File: config.mk
export PLATFORM = sky130hd
export DESIGN_NAME = reading_trigger_control
export DESIGN_NICKNAME = d
export VERILOG_FILES = /design/src/design/trig_pkg.sv /design/src/design/edge_sync.sv /design/src/design/pulse_timer.sv /design/src/design/reading_trigger_control.sv
export SDC_FILE = /design/constraint.sdc
export NUM_CORES = 1
export LEC_CHECK = 0
export BUFFER_PORTS_ARGS = -buffer_cell sky130_fd_sc_hd__buf_2
export CAP_MARGIN = 15
export CORE_ASPECT_RATIO = 1.1
export CORE_MARGIN = 3
export CORE_UTILIZATION = 50
export DETAILED_ROUTE_END_ITERATION = 10
export PLACE_DENSITY = 0.76
export REMOVE_ABC_BUFFERS = 1
export SYNTH_ARGS = -nofsm -noshare
export SYNTH_HDL_FRONTEND = slang
export SYNTH_HIERARCHICAL = 1
export SYNTH_SLANG_ARGS = --single-unit
File: constraint.sdc
create_clock -name clk_sys -period 2.6 [get_ports clk_sys]
set_clock_uncertainty 0.1 [all_clocks]
set_input_delay 0.26 -clock clk_sys [delete_from_list [all_inputs] [get_ports clk_sys]]
set_output_delay 0.26 -clock clk_sys [all_outputs]
set_load 0.02 [all_outputs]
File: src/design/trig_pkg.sv
package trig_pkg;

    // ------------------------------------------------------------------
    // register map (avalon word addresses as byte offsets)
    // ------------------------------------------------------------------
    localparam logic [3:0] ctrl_offset     = 4'h0;  // mode control
    localparam logic [3:0] status_offset   = 4'h4;  // live state
    localparam logic [3:0] count_offset    = 4'h8;  // readings stored
    localparam logic [3:0] trig_offset     = 4'hc;  // software trigger

    // ------------------------------------------------------------------
    // control fields
    // ------------------------------------------------------------------
    localparam int store_en_bit    = 0;  // reading store enable
    localparam int one_shot_bit    = 1;  // one-shot request
    localparam int ext_trig_bit    = 2;  // ext_trig_mode_cmd
    localparam int ctrl_width      = 3;
    localparam logic [2:0] ctrl_reset = 3'h0;  // continuous at power-up

    // ------------------------------------------------------------------
    // status fields
    // ------------------------------------------------------------------
    localparam int busy_bit        = 0;
    localparam int mode_bit        = 1;
    localparam int armed_bit       = 2;

    // ------------------------------------------------------------------
    // timing
    // ------------------------------------------------------------------
    localparam int clk_mhz         = 250;
    localparam int conv_time_us    = 20;   // conversion length
    localparam int conv_cycles     = conv_time_us * clk_mhz;
    localparam int pace_time_us    = 100;  // internal time base period
    localparam int pace_cycles     = pace_time_us * clk_mhz;
    localparam int done_pulse_ns   = 400;  // completion timer length; the pin stays low one cycle longer
    localparam int done_cycles     = (done_pulse_ns * clk_mhz + 999) / 1000;
    localparam int count_width     = 16;

endpackage

File: src/design/edge_sync.sv
`timescale 1ns/1ps
module edge_sync (
    // clock and reset
    input  wire logic clk_sys,
    input  wire logic reset,
    // pin side
    input  wire logic pin_in,
    // falling edge seen
    output logic      fall_pulse
);
    // ------------------------------------------------------------------
    // two-stage synchroniser then edge detect
    // ------------------------------------------------------------------
    logic meta_reg;   // first stage, read only by sync_reg
    logic sync_reg;   // second stage
    logic last_reg;   // delayed copy for edge

    // pulled-up idle level is high, so reset to one
    always_ff @(posedge clk_sys) begin
        if (reset) begin
            meta_reg <= 1'b1;
            sync_reg <= 1'b1;
            last_reg <= 1'b1;
        end else begin
            meta_reg <= pin_in;
            sync_reg <= meta_reg;
            last_reg <= sync_reg;
        end
    end

    assign fall_pulse = last_reg & ~sync_reg;
endmodule // edge_sync

File: src/design/pulse_timer.sv
`timescale 1ns/1ps
module pulse_timer #(
    parameter int cycles = 2
) (
    // clock and reset
    input  wire logic clk_sys,
    input  wire logic reset,
    // control
    input  wire logic start,
    // timer output
    output logic      running,
    output logic      expire
);
    // ------------------------------------------------------------------
    // one-shot down counter
    // ------------------------------------------------------------------
    localparam int cw = $clog2(cycles + 1);
    logic [cw-1:0] count_reg;  // cycles left

    // restart on start, count down to zero
    always_ff @(posedge clk_sys) begin
        if (reset) begin
            count_reg <= '0;
        end else if (start) begin
            count_reg <= cw'(cycles);
        end else if (count_reg != '0) begin
            count_reg <= count_reg - 1'b1;
        end
    end

    assign running = (count_reg != '0);
    assign expire  = (count_reg == cw'(1));
endmodule // pulse_timer

File: src/design/reading_trigger_control.sv
// Implementation choices: the Avalon-MM interface to the registers and the address map.
`timescale 1ns/1ps
// Overview of operation
// power-up lands in continuous, timebase paced
// continuous mode reads back to back; code starts one at each time base tick while idle
// one reading per panel button press; code acts on the button in one-shot only
// one-shot needs store; store each reading
// external falling edge starts a reading
// one-shot: one per pulse, button too
// store disable returns to continuous
// external edges only with ext mode set
// one low completion pulse per reading
// continuous completion pulses follow conversions
// one-shot: one completion pulse per trigger
// far side debounces mechanical trigger switches
// ignore external edges during busy one-shot
module reading_trigger_control #(
    parameter int pace_count = trig_pkg::pace_cycles,
    parameter int conv_count = trig_pkg::conv_cycles
) (
    // clock and reset
    input  wire logic                 clk_sys,
    input  wire logic                 reset,
    // avalon-mm slave
    input  wire logic [3:0]           avs_address,
    input  wire logic                 avs_read,
    input  wire logic                 avs_write,
    input  wire logic [31:0]          avs_writedata,
    output logic      [31:0]          avs_readdata,
    output logic                      avs_waitrequest,
    // front panel and rear pins
    input  wire logic                 trigger_button,
    input  wire logic                 ext_trig_n,
    output logic                      reading_done_n,
    // reading engine
    output logic                      conv_start,
    output logic                      store_write,
    output logic [trig_pkg::count_width-1:0] store_index
);
    import trig_pkg::*;

    // ------------------------------------------------------------------
    // declarations
    // ------------------------------------------------------------------
    typedef enum logic [1:0] {st_idle, st_convert, st_finish} state_t;
    state_t state_reg;                 // reading sequencer
    logic [ctrl_width-1:0] ctrl_reg;   // mode control bits
    logic [count_width-1:0] count_reg; // stored reading count
    logic ack_reg;                     // bus answer phase
    logic [31:0] rdata_reg;            // read data hold
    logic sw_trig_reg;                 // software trigger pulse
    logic [31:0] pace_reg;             // time base counter
    logic pace_tick;                   // time base enable pulse
    logic button_fall;                 // button press, active low edge unused
    logic button_pulse;                // button press edge
    logic ext_fall;                    // external falling edge
    logic conv_run;                    // conversion timer running
    logic conv_done;                   // conversion finished
    logic done_run;                    // completion pulse active
    logic one_shot;                    // effective one-shot mode
    logic ext_mode;                    // external trigger enabled
    logic start_req;                   // a reading may start
    logic bus_cycle;                   // request presented

    // one-shot only exists while the store is enabled
    assign one_shot = ctrl_reg[store_en_bit] & ctrl_reg[one_shot_bit];
    assign ext_mode = ctrl_reg[ext_trig_bit];

    // ------------------------------------------------------------------
    // pin synchronisers
    // ------------------------------------------------------------------
    edge_sync ext_sync (
        .clk_sys    (clk_sys),
        .reset      (reset),
        .pin_in     (ext_trig_n),
        .fall_pulse (ext_fall)
    );

    // button is active high: detect its rise via inverted input
    edge_sync btn_sync (
        .clk_sys    (clk_sys),
        .reset      (reset),
        .pin_in     (~trigger_button),
        .fall_pulse (button_fall)
    );
    assign button_pulse = button_fall;

    // ------------------------------------------------------------------
    // internal time base
    // ------------------------------------------------------------------
    // free-running divider, one-cycle enable per period
    always_ff @(posedge clk_sys) begin
        if (reset) begin
            pace_reg <= 32'h0;
        end else if (pace_reg == 32'(pace_count - 1)) begin
            pace_reg <= 32'h0;
        end else begin
            pace_reg <= pace_reg + 32'h1;
        end
    end
    assign pace_tick = (pace_reg == 32'(pace_count - 1));

    // ------------------------------------------------------------------
    // trigger selection
    // ------------------------------------------------------------------
    // edges arriving while busy fall away; no queueing is kept, which
    // keeps one completion pulse per accepted trigger
    always_comb begin
        start_req = 1'b0;
        if (state_reg == st_idle) begin
            if (one_shot) begin
                start_req = button_pulse | sw_trig_reg;
                if (ext_mode && ext_fall) begin
                    start_req = 1'b1;
                end
            end else if (ext_mode) begin
                start_req = ext_fall;
            end else begin
                start_req = pace_tick;
            end
        end
    end

    // ------------------------------------------------------------------
    // conversion and completion timers
    // ------------------------------------------------------------------
    pulse_timer #(.cycles(conv_count)) conv_timer (
        .clk_sys (clk_sys),
        .reset   (reset),
        .start   (start_req),
        .running (conv_run),
        .expire  (conv_done)
    );

    pulse_timer #(.cycles(done_cycles)) done_timer (
        .clk_sys (clk_sys),
        .reset   (reset),
        .start   (conv_done),
        .running (done_run),
        .expire  ()
    );

    // ------------------------------------------------------------------
    // reading sequencer
    // ------------------------------------------------------------------
    // idle -> convert -> finish (completion pulse) -> idle
    always_ff @(posedge clk_sys) begin
        if (reset) begin
            state_reg <= st_idle;
        end else begin
            case (state_reg)
                st_idle: begin
                    if (start_req) begin
                        state_reg <= st_convert;
                    end
                end
                st_convert: begin
                    if (conv_done) begin
                        state_reg <= st_finish;
                    end
                end
                st_finish: begin
                    // wait out the pulse so they never merge
                    if (!done_run) begin
                        state_reg <= st_idle;
                    end
                end
                default: begin
                    state_reg <= st_idle;
                end
            endcase
        end
    end

    // ------------------------------------------------------------------
    // outputs to pins and reading engine
    // ------------------------------------------------------------------
    // registered strobes and low-going completion pulse
    always_ff @(posedge clk_sys) begin
        if (reset) begin
            conv_start     <= 1'b0;
            store_write    <= 1'b0;
            reading_done_n <= 1'b1;
        end else begin
            conv_start     <= start_req;
            store_write    <= conv_done & one_shot;
            reading_done_n <= ~(done_run | conv_done);
        end
    end

    // store fill index, cleared when store is turned off
    always_ff @(posedge clk_sys) begin
        if (reset) begin
            count_reg <= '0;
        end else if (!ctrl_reg[store_en_bit]) begin
            count_reg <= '0;
        end else if (conv_done && one_shot) begin
            count_reg <= count_reg + 1'b1;
        end
    end

    always_ff @(posedge clk_sys) begin
        if (reset) begin
            store_index <= '0;
        end else begin
            store_index <= count_reg;
        end
    end

    // ------------------------------------------------------------------
    // avalon slave
    // ------------------------------------------------------------------
    // one wait cycle per access: answer on the second edge
    assign bus_cycle       = avs_read | avs_write;
    assign avs_waitrequest = bus_cycle & ~ack_reg;
    assign avs_readdata    = rdata_reg;

    always_ff @(posedge clk_sys) begin
        if (reset) begin
            ack_reg <= 1'b0;
        end else begin
            ack_reg <= bus_cycle & ~ack_reg;
        end
    end

    // control write; clearing store enable drops one-shot too
    always_ff @(posedge clk_sys) begin
        if (reset) begin
            ctrl_reg <= ctrl_reset;
        end else if (avs_write && ack_reg && avs_address == ctrl_offset) begin
            ctrl_reg <= avs_writedata[ctrl_width-1:0];
            if (!avs_writedata[store_en_bit]) begin
                ctrl_reg[one_shot_bit] <= 1'b0;
            end
        end
    end

    // software trigger acts as a button press
    always_ff @(posedge clk_sys) begin
        if (reset) begin
            sw_trig_reg <= 1'b0;
        end else begin
            // commits only at the edge where waitrequest is low
            sw_trig_reg <= avs_write & ack_reg & (avs_address == trig_offset)
                           & avs_writedata[0];
        end
    end

    // read mux, unmapped reads return zero
    always_ff @(posedge clk_sys) begin
        if (reset) begin
            rdata_reg <= 32'h0;
        end else if (avs_read && !ack_reg) begin
            case (avs_address)
                ctrl_offset:   rdata_reg <= {29'h0, ctrl_reg};
                status_offset: rdata_reg <= {29'h0, ext_mode,
                                             one_shot, (state_reg != st_idle)};
                count_offset:  rdata_reg <= {16'h0, count_reg};
                default:       rdata_reg <= 32'h0;
            endcase
        end
    end

    // conv_run kept visible for tracing the timer
    logic unused_run;
    assign unused_run = conv_run;
endmodule // reading_trigger_control

; ---- Word level (Yosys, flattened, before mapping)
; Index checks and enable logic that the tools add are counted.
[word_totals]
ff_bits = 132
latch_bits = 0
mem_bits_rw = 0
romBits = 0
wordCells = 84
n_memories = 0
[op_classes]
addsub = 4
n_mul = 0
div_mod_pow = 0
n_lt_le_gt_ge = 0
eq_ne = 10
n_shift = 0
muxes = 14
bitwise_logic = 17
n_reduce_logical = 18
[op_table]
columns = op, count
row1 = $pmux W16 S3, 1
row2 = $add A32 B1 Y32 const B, 1
row3 = $eq A32 B15 Y1 const B, 1
row4 = $mux W13, 2
row5 = $add A16 B1 Y16 const B, 1
row6 = $mux W7, 2
row7 = $eq A13 B1 Y1 const B, 1
row8 = $reduce_bool A13 Y1, 1
row9 = $sub A13 B1 Y13 const B, 1
row10 = $and A1 B1 Y1, 8
row11 = $eq A4 B4 Y1 const B, 2
row12 = $reduce_or A2 Y1, 4
row13 = $reduce_bool A7 Y1, 1
row14 = $sub A7 B1 Y7 const B, 1
row15 = $mux W2, 3
row16 = $not A1 Y1, 6
row17 = $pmux W2 S3, 1
row18 = $reduce_bool A2 Y1, 3
row19 = $logic_and A1 B1 Y1, 5
row20 = $mux W1, 5
row21 = $eq A4 B3 Y1 const B, 1
row22 = $logic_not A4 Y1, 1
row23 = $ne A2 B2 Y1 const B, 2
row24 = $or A1 B1 Y1, 3
row25 = 6 further kinds, 6

; ---- Longest topological paths before layout
; Gate-level depths: netlist of run 1.
[logic_depth]
word_depth = 8
ltp_mapped = 9

; ---- Hierarchy
; The synthesis of run 1 kept the hierarchy.
[by_module_without_submodules]
columns = mod, n_inst, cells_each, area_each_um2, seq_area_each_um2
row1 = reading_trigger_control, 1, 446, 3896.2, 1801.7
row2 = pulse_timer (conv_timer), 1, 88, 782.0, 260.2
row3 = pulse_timer (done_timer), 1, 43, 396.6, 140.1
row4 = edge_sync, 2, 7, 85.1, 60.1

; ---- Worst setup path before layout of run 1
; No wires, ideal clock.
[synth_timing]
kind = register to register
startpoint = register conv_timer.count_reg[10]
endpoint = register count_reg[15] (netlist name)
setup_ns = 0.071
arrival_time_ns = 2.501
slack_ns = -0.071
path_stages_with_launch = 8
period_less_slack_ns = 2.671
path_cell_list = dfxtp_1 nor4_2 and4_1 buf_2 nand4_2 or4_1 or3_1 a21oi_1
[synth_rtl]
columns = element, line_no
row1 = "start, declared", pulse_timer.sv:18  ; logic [cw-1:0] count_reg;
row2 = "start signal, assigned", pulse_timer.sv:25  ; count_reg <= cw'(cycles);
row3 = "start signal, assigned", pulse_timer.sv:27  ; count_reg <= count_reg - 1'b1;

; ---- Worst setup path in the final report of run 1
[layout_timing]
startpoint = register pace_reg[21]
endpoint = register conv_timer.count_reg[9]
[layout_between]
elab_chain_cells = 5
elab_cells_between_ends = 6
cone_classes = 1 x eq/ne / 4 x mux / 1 x reduce/logical
[layout_lines]
columns = element, line_no
row1 = "start, declared", reading_trigger_control.sv:52  ; logic [31:0] pace_reg;
row2 = "start signal, assigned", reading_trigger_control.sv:98  ; pace_reg <= pace_reg + 32'h1;
row3 = $eq A32 B15 Y1 *, reading_trigger_control.sv:101  ; assign pace_tick = (pace_reg == 32'(pace_count - 1));
row4 = $mux W1 *, reading_trigger_control.sv:116  ; end else if (ext_mode) begin
row5 = $mux W1 *, reading_trigger_control.sv:111  ; if (one_shot) begin
row6 = $mux W1 *, reading_trigger_control.sv:110  ; if (state_reg == st_idle) begin
row7 = net start_req, reading_trigger_control.sv:62  ; logic start_req;
row8 = $mux W13 or $reduce_bool A2 Y1 (tied branches), n/a
; Mark *: on every way through the listed nets, which the timed path passes. The rest lies on a longest branch.
; A chain may end at the register's enable or synchronous reset.

==> parameters.txt, run 1 <==
Parameter                              Value

Yosys
  Number of standard cells after synthesis    588
  Synthesized area per cell    between 8 and 9 µm²
  Yosys synthesis warning count    6
  Post-synthesis instance area    about 5200 µm²

Timing
  Maximum clock frequency    394 MHz
  Total count of hold-check failures in the final report    0
  Crit share post-route    approximately 100%
  Slew at the pin with the worst max-slew slack    between 0.7 and 0.8 ns
  Least setup slack across all paths after layout    between 0.05 and 0.06 ns
  Final count of pins violating max slew    0
  Relative slew slack    51.7%
  Final period demand of the worst path    roughly 2.5 ns
  Final setup violation count    0

Placed design
  RD Place Congestion    between 0.8 and 0.9
  HPWL after DPL    7.83 mm
  # placed instances    757
  Worst-case setup slack after placement    -0.0971 ns
  Port bufs    48

Floorplan
  Num ports    94
  Starting Density    52.0%
  Rows    38
  Vertical extent of the die    between 100 and 150 µm
  Area of the core    between 10000 and 15000 µm²
  Full die area    11700 µm²
  Width of the chip    slightly above 100 µm

Clock network
  H-tree levels    4
  Total clock buffers created by CTS    17
  Clock latency at the later pin of the worst-skew pair    0.52 ns
  Clk sink count    116
  TritonCTS clock tree    yes
  Clock-pin slew reported for the worst setup and hold paths after clock tree synthesis    0.05 ns
  Maximum clock path buffer count    2
  Master cell of the clock root buffer    sky130_fd_sc_hd__clkbuf_8

Worst setup path
  Required time at the endpoint of the critical path    2.91 ns
  Top Family by Delay on Critical Path    simple AND/OR/NAND/NOR gates
  Data arrival, critical path    2.85 ns
  Critical-path top delay cell    sky130_fd_sc_hd__or4_4
  Largest incremental delay on the critical path    roughly 0.55 ns
  Largest driver fanout on the critical path    5
  Type of destination of the critical path    flop
  Startpoint type of the worst setup path    flop
  R2r setup slk    0.06 ns
  Critical path class    reg2reg
  Chain of cells forming the critical path    or4_4, nor4_4, buf_4, a31oi_4, nor3_2, buf_4, or3b_2, a2111oi_4, a2111oi_2
  Buf+Inv Stages, Crit Path    2
  Most repeated library cell on the critical path    sky130_fd_sc_hd__buf_4

Detailed routing
  Initial DRC count    a little over 200
  First-pass DRT Iterations    5
  Antenna violation net count after detailed routing    0
  Routed wire length    12.1 mm
  WL per Instance    15.1 µm
  Routed via count    4562
  # DRC    0
  Avg Vias per Cell    5.69

Final layout
  Post-synthesis to final-layout area growth    22.9%
  Proportion of layout cells with a drive suffix above 1    19.6%
  Post-Layout Cell Count    roughly 800
  Most frequent cells in the layout    sky130_fd_sc_hd__dfxtp_1 (112), sky130_fd_sc_hd__nor2_1 (51), sky130_fd_sc_hd__buf_2 (48)
  Diode count    0
  Net total in the final layout    about 700
  Fill cell total of the finished layout    818
  Combined area of the multi-input logic cells    2720 µm²
  Number of flip-flops in the largest register    32
  Most common library cell in the layout ignoring fill and taps    sky130_fd_sc_hd__dfxtp_1
  Sequential cell area    2330 µm²

GRT
  Met3 layer usage reported by global route    5.98%
  Total routing resource utilization after global routing    21.1%
  GR Layer Usage met2    34.8%
  Congestion Overflow GR    0
  Maximum number of pins on one net before global-route repair    37
  First-pass GRT wire length    19.8 mm
  Number of antenna violations at the first check in global routing    0
  Number of global-route vias before repair    4303
  Busiest grt layer    met2
  Met1 global-route usage    approximately a quarter

Hold path
  Path type of the worst min-delay path    in2reg

Job
  Reported max-cap violation count    0

Pwr
  Static leakage power    2.45 nW
  Cell-internal power    about 0.0043 W
  Clk network pwr share    ~43%
  Switching power    ~0.0017 W
  Sequential power share    35.2%
  Sw Ratio    28.7%
  Peak supply drop    0.449 mV
  Logic gate share of total power    22.3%
  Power Dens Cells    933 nW/µm²

Run status
  Run status    finished, final reports clean
==> metal layers <==
metal / part of all wire [%] / vias up
met2: 50 / 127
met1: 43 / 2172
met5: 0 / -
met3: 4.6 / 28
met4: 2.5 / 0
li1: - / 2235
==> final timing paths <==
check                                         end  depth (start not counted)                         start
min                  avs_readdata[0]$_SDFFE_PP0P_                          4                avs_address[0]
max reg2reg  conv_timer/count_reg[9]$_SDFFE_PP0P_                          9       pace_reg[21]$_SDFF_PP0_
max          conv_timer/count_reg[9]$_SDFFE_PP0P_                          9       pace_reg[21]$_SDFF_PP0_
min reg2reg          ext_sync/sync_reg$_SDFF_PP1_                          1  ext_sync/meta_reg$_SDFF_PP1_
==> worst register-to-register path, cell delays in order (launching register included) <==
cell and delay (ns):
sky130_fd_sc_hd__dfxtp_1 0.35, sky130_fd_sc_hd__or4_4 0.55, sky130_fd_sc_hd__nor4_4 0.31, sky130_fd_sc_hd__buf_4 0.18, sky130_fd_sc_hd__a31oi_4 0.10, sky130_fd_sc_hd__nor3_2 0.14
sky130_fd_sc_hd__buf_4 0.16, sky130_fd_sc_hd__or3b_2 0.14, sky130_fd_sc_hd__a2111oi_4 0.05, sky130_fd_sc_hd__a2111oi_2 0.37
==> final cells by class <==
cell class	instances	share of cell area (%)
sequential	116	36.3
timing repair buffer	78	7.60
clock inverter	11	3.20
tap	140	2.73
inverter	16	0.936
multi-input combinational	420	42.4
clock buffer	21	6.84
==> power groups by stage <==
stage	logic, W	registers [W]	clock network (W)
finish	0.00133	0.00211	0.00254
global route	0.00147	0.00213	0.00268
CTS	0.00125	0.00209	0.00257
detailed placement	0.00119	0.00212	0
global placement	0.00115	0.00211	0
floorplan	0.000894	0.00210	0
==> through the flow <==
| step | utilization [%] | instance area, µm² | TNS (ns) | power (W) | hold slack, ns |
|---|---|---|---|---|---|
| floorplan | - | 5000 | -1.47 | 0.00299 | 0.227 |
| global placement | 55.3 | 5550 | -0.0311 | 0.00326 | 0.298 |
| detailed placement | 55.3 | 5550 | -0.201 | 0.00331 | 0.295 |
| CTS | 63.2 | 6340 | -0.0148 | 0.00592 | 0.00991 |
| global route | 64.0 | 6420 | -0.0203 | 0.00628 | 0.0489 |
| finish | 64.0 | 6420 | 0 | 0.00599 | 0.0229 |
==> timing repair <==
item / CTS / global route
gates resized for setup: 9 / 14
setup endpoints to repair: 11 / 15
endpoints found under the hold margin: 8 / 0
pin swaps: 4 / 4
buffers inserted: 2 / 2
hold buffers: 9 / 0
No activity file was read; power rests on OpenSTA's default activity.
==> inputs of run 2 (changes only) <==
--- a/config.mk
+++ b/config.mk
@@ -7,11 +7,13 @@
 export LEC_CHECK = 0
 export BUFFER_PORTS_ARGS = -buffer_cell sky130_fd_sc_hd__buf_2
 export CAP_MARGIN = 15
+export CELL_PAD_IN_SITES_DETAIL_PLACEMENT = 1
+export CELL_PAD_IN_SITES_GLOBAL_PLACEMENT = 1
 export CORE_ASPECT_RATIO = 1.1
 export CORE_MARGIN = 3
-export CORE_UTILIZATION = 50
+export CORE_UTILIZATION = 38
 export DETAILED_ROUTE_END_ITERATION = 10
-export PLACE_DENSITY = 0.76
+export PLACE_DENSITY_LB_ADDON = 0.1
 export REMOVE_ABC_BUFFERS = 1
 export SYNTH_ARGS = -nofsm -noshare
 export SYNTH_HDL_FRONTEND = slang
==> parameters.txt, run 2 (synthesis gave the netlist of run 1 again) <==
Parameter                              Value

Run status
  Run status    finished, final reports clean

Placed design
  Worst-case setup slack after placement    -0.0276 ns
  RD Place Congestion    about 0.77
  HPWL after DPL    9.48 mm
  Port bufs    48

GRT
  Maximum number of pins on one net before global-route repair    36
  Total routing resource utilization after global routing    17.7%
  Congestion Overflow GR    0
  First-pass GRT wire length    22.2 mm
  Number of global-route vias before repair    4557
  Number of antenna violations at the first check in global routing    0

Timing
  Final period demand of the worst path    2.50 ns
  Final setup violation count    0
  Maximum clock frequency    400 MHz
  Least setup slack across all paths after layout    0.101 ns
  Relative slew slack    50.7%
  Crit share post-route    96.1%
  Final Hold Slack    0.0210 ns
  Slew at the pin with the worst max-slew slack    0.737 ns
  Total count of hold-check failures in the final report    0
  Final count of pins violating max slew    0

Detailed routing
  Met3 wire length    480 µm
  # DRC    0
  Antenna violation net count after detailed routing    0
  First-pass DRT Iterations    4
  Highest Signal Layer    met4
  Metal1 wirelength    6.02 mm
  Initial DRC count    285
  DR WL met2    between 6 and 7 mm
  Routed wire length    approximately 13 mm
  Avg Vias per Cell    5.36
  Routed via count    4532
  WL per Instance    15.8 µm

Worst setup path
  Critical path class    reg2reg
  Startpoint type of the worst setup path    flop
  Type of destination of the critical path    flop
  Largest driver fanout on the critical path    6
  R2r setup slk    between 0.1 and 0.15 ns
  R2R depth    6
  Startpoint of the worst-slack reg-to-reg timing path    conv_timer/count_reg[10]$_SDFFE_PP0P_
  Data arrival, critical path    2.73 ns
  Required time at the endpoint of the critical path    2.83 ns
  FF-to-FF End    count_reg[13]$_SDFFE_PP0P_

Clock network
  Clock-pin slew reported for the worst setup and hold paths after clock tree synthesis    0.05 ns
  Master cell of the clock root buffer    sky130_fd_sc_hd__clkbuf_16
  Clock latency at the later pin of the worst-skew pair    about 0.42 ns
  H-tree levels    4
  Clk sink count    116
  Total clock buffers created by CTS    17
  Maximum clock path buffer count    2
  TritonCTS clock tree    yes

Floorplan
  Starting Density    39.2%
  Rows    44
  Width of the chip    118 µm
  Num ports    94
  Full die area    15200 µm²
  Area of the core    13300 µm²
  Vertical extent of the die    129 µm

Pwr
  Total Power Consumption    between 0.005 and 0.006 W
  Clk network pwr share    approximately 43%
  Power Dens Cells    920 nW/µm²
  Peak supply drop    0.334 mV
  Sw Ratio    28.9%
  Cell-internal power    0.00422 W
  Switching power    roughly 0.0017 W
  Static leakage power    2.43 nW
  Logic gate share of total power    22.2%
  Sequential power share    a little over a third

Final layout
  Proportion of layout cells with a drive suffix above 1    20.5%
  Number of flip-flops in the largest register    32
  Most frequent cells in the layout    sky130_fd_sc_hd__dfxtp_1 (115), sky130_fd_sc_hd__nor2_1 (52), sky130_fd_sc_hd__buf_2 (48)
  Most common library cell in the layout ignoring fill and taps    sky130_fd_sc_hd__dfxtp_1
  Post-synthesis to final-layout area growth    23.5%
  Diode count    0
  Net total in the final layout    698

Hold path
  Number of cells traversed by the worst hold path    3
  Startpoint of the tightest hold check path    avs_writedata[2]
  End of the worst hold path    ctrl_reg[2]$_SDFFE_PP0P_
  Path type of the worst min-delay path    in2reg

Job
  Reported max-cap violation count    0
==> run 2: layer usage <==
| metal | up-vias | global-route usage (%) |
|---|---|---|
| met5 | - | 0 |
| met4 | 0 | 7.86 |
| met3 | 20 | 4.40 |
| met2 | 86 | 30.4 |
| met1 | 2191 | 21.2 |
| li1 | 2235 | - |
==> run 2: critical path: stages, from the launching register on <==
cell and delay [ns]:
sky130_fd_sc_hd__dfxtp_1 0.34, sky130_fd_sc_hd__nor4_2 0.36, sky130_fd_sc_hd__and4_2 0.33, sky130_fd_sc_hd__nand4_2 0.15, sky130_fd_sc_hd__or4_1 0.63, sky130_fd_sc_hd__or3_1 0.35, sky130_fd_sc_hd__a21oi_1 0.16
==> run 2: layout make-up <==
cell class / instances / area [µm²]
flip-flops and latches: 116 / 2320
fillers: 1578 / 6880
multi-input cells: 420 / 2700
clock inverters: 8 / 146
clock buffers: 23 / 498
inverters: 16 / 60.1
repair buffers: 79 / 490
well taps: 184 / 230
==> run 2: through the flow <==
stage | cells | util (%) | instance area, µm² | TNS (ns)
after global placement | 812 | 42.8 | 5700 | -0.00337
after global routing | 846 | 48.4 | 6450 | -0.00699
after detailed placement | 812 | 42.8 | 5700 | -0.0276
after CTS | 845 | 47.8 | 6370 | 0
final | 846 | 48.4 | 6450 | 0
after floorplan | 552 | - | 5000 | -1.47
==> run 2: power groups by stage <==
stage               logic [W]  clock network (W)  registers (W)
floorplan            0.000894                  0        0.00210
global placement      0.00122                  0        0.00210
detailed placement    0.00127                  0        0.00212
CTS                   0.00129            0.00258        0.00208
global route          0.00146            0.00266        0.00212
finish                0.00132            0.00252        0.00209
==> run 2: how the worst max path moves through the flow <==
| stage | startpoint | end | slack (ns) | depth (start not counted) |
|---|---|---|---|---|
| 4_1_cts | pace_reg[0]$_SDFF_PP0_ | conv_timer/count_reg[9]$_SDFFE_PP0P_ | 0.006 | 9 |
| 2_1_floorplan | conv_timer/count_reg[10]$_SDFFE_PP0P_ | count_reg[15]$_SDFFE_PP0P_ | -0.24 | 6 |
| 3_3_place_gp | pace_reg[26]$_SDFF_PP0_ | conv_timer/count_reg[9]$_SDFFE_PP0P_ | -0.003 | 9 |
| 6_report | conv_timer/count_reg[10]$_SDFFE_PP0P_ | count_reg[13]$_SDFFE_PP0P_ | 0.10 | 6 |
| 3_5_place_dp | pace_reg[25]$_SDFF_PP0_ | conv_timer/count_reg[9]$_SDFFE_PP0P_ | -0.03 | 9 |
| 5_1_grt | pace_reg[25]$_SDFF_PP0_ | conv_timer/count_reg[9]$_SDFFE_PP0P_ | -0.005 | 9 |
==> run 2: timing repair <==
item	4_1_cts	5_1_grt
endpoints found under the setup margin	2	15
pin swaps	0	3
hold endpoints to repair	2	0
resized for setup	1	15
setup buffers	0	1
hold buffers	2	0
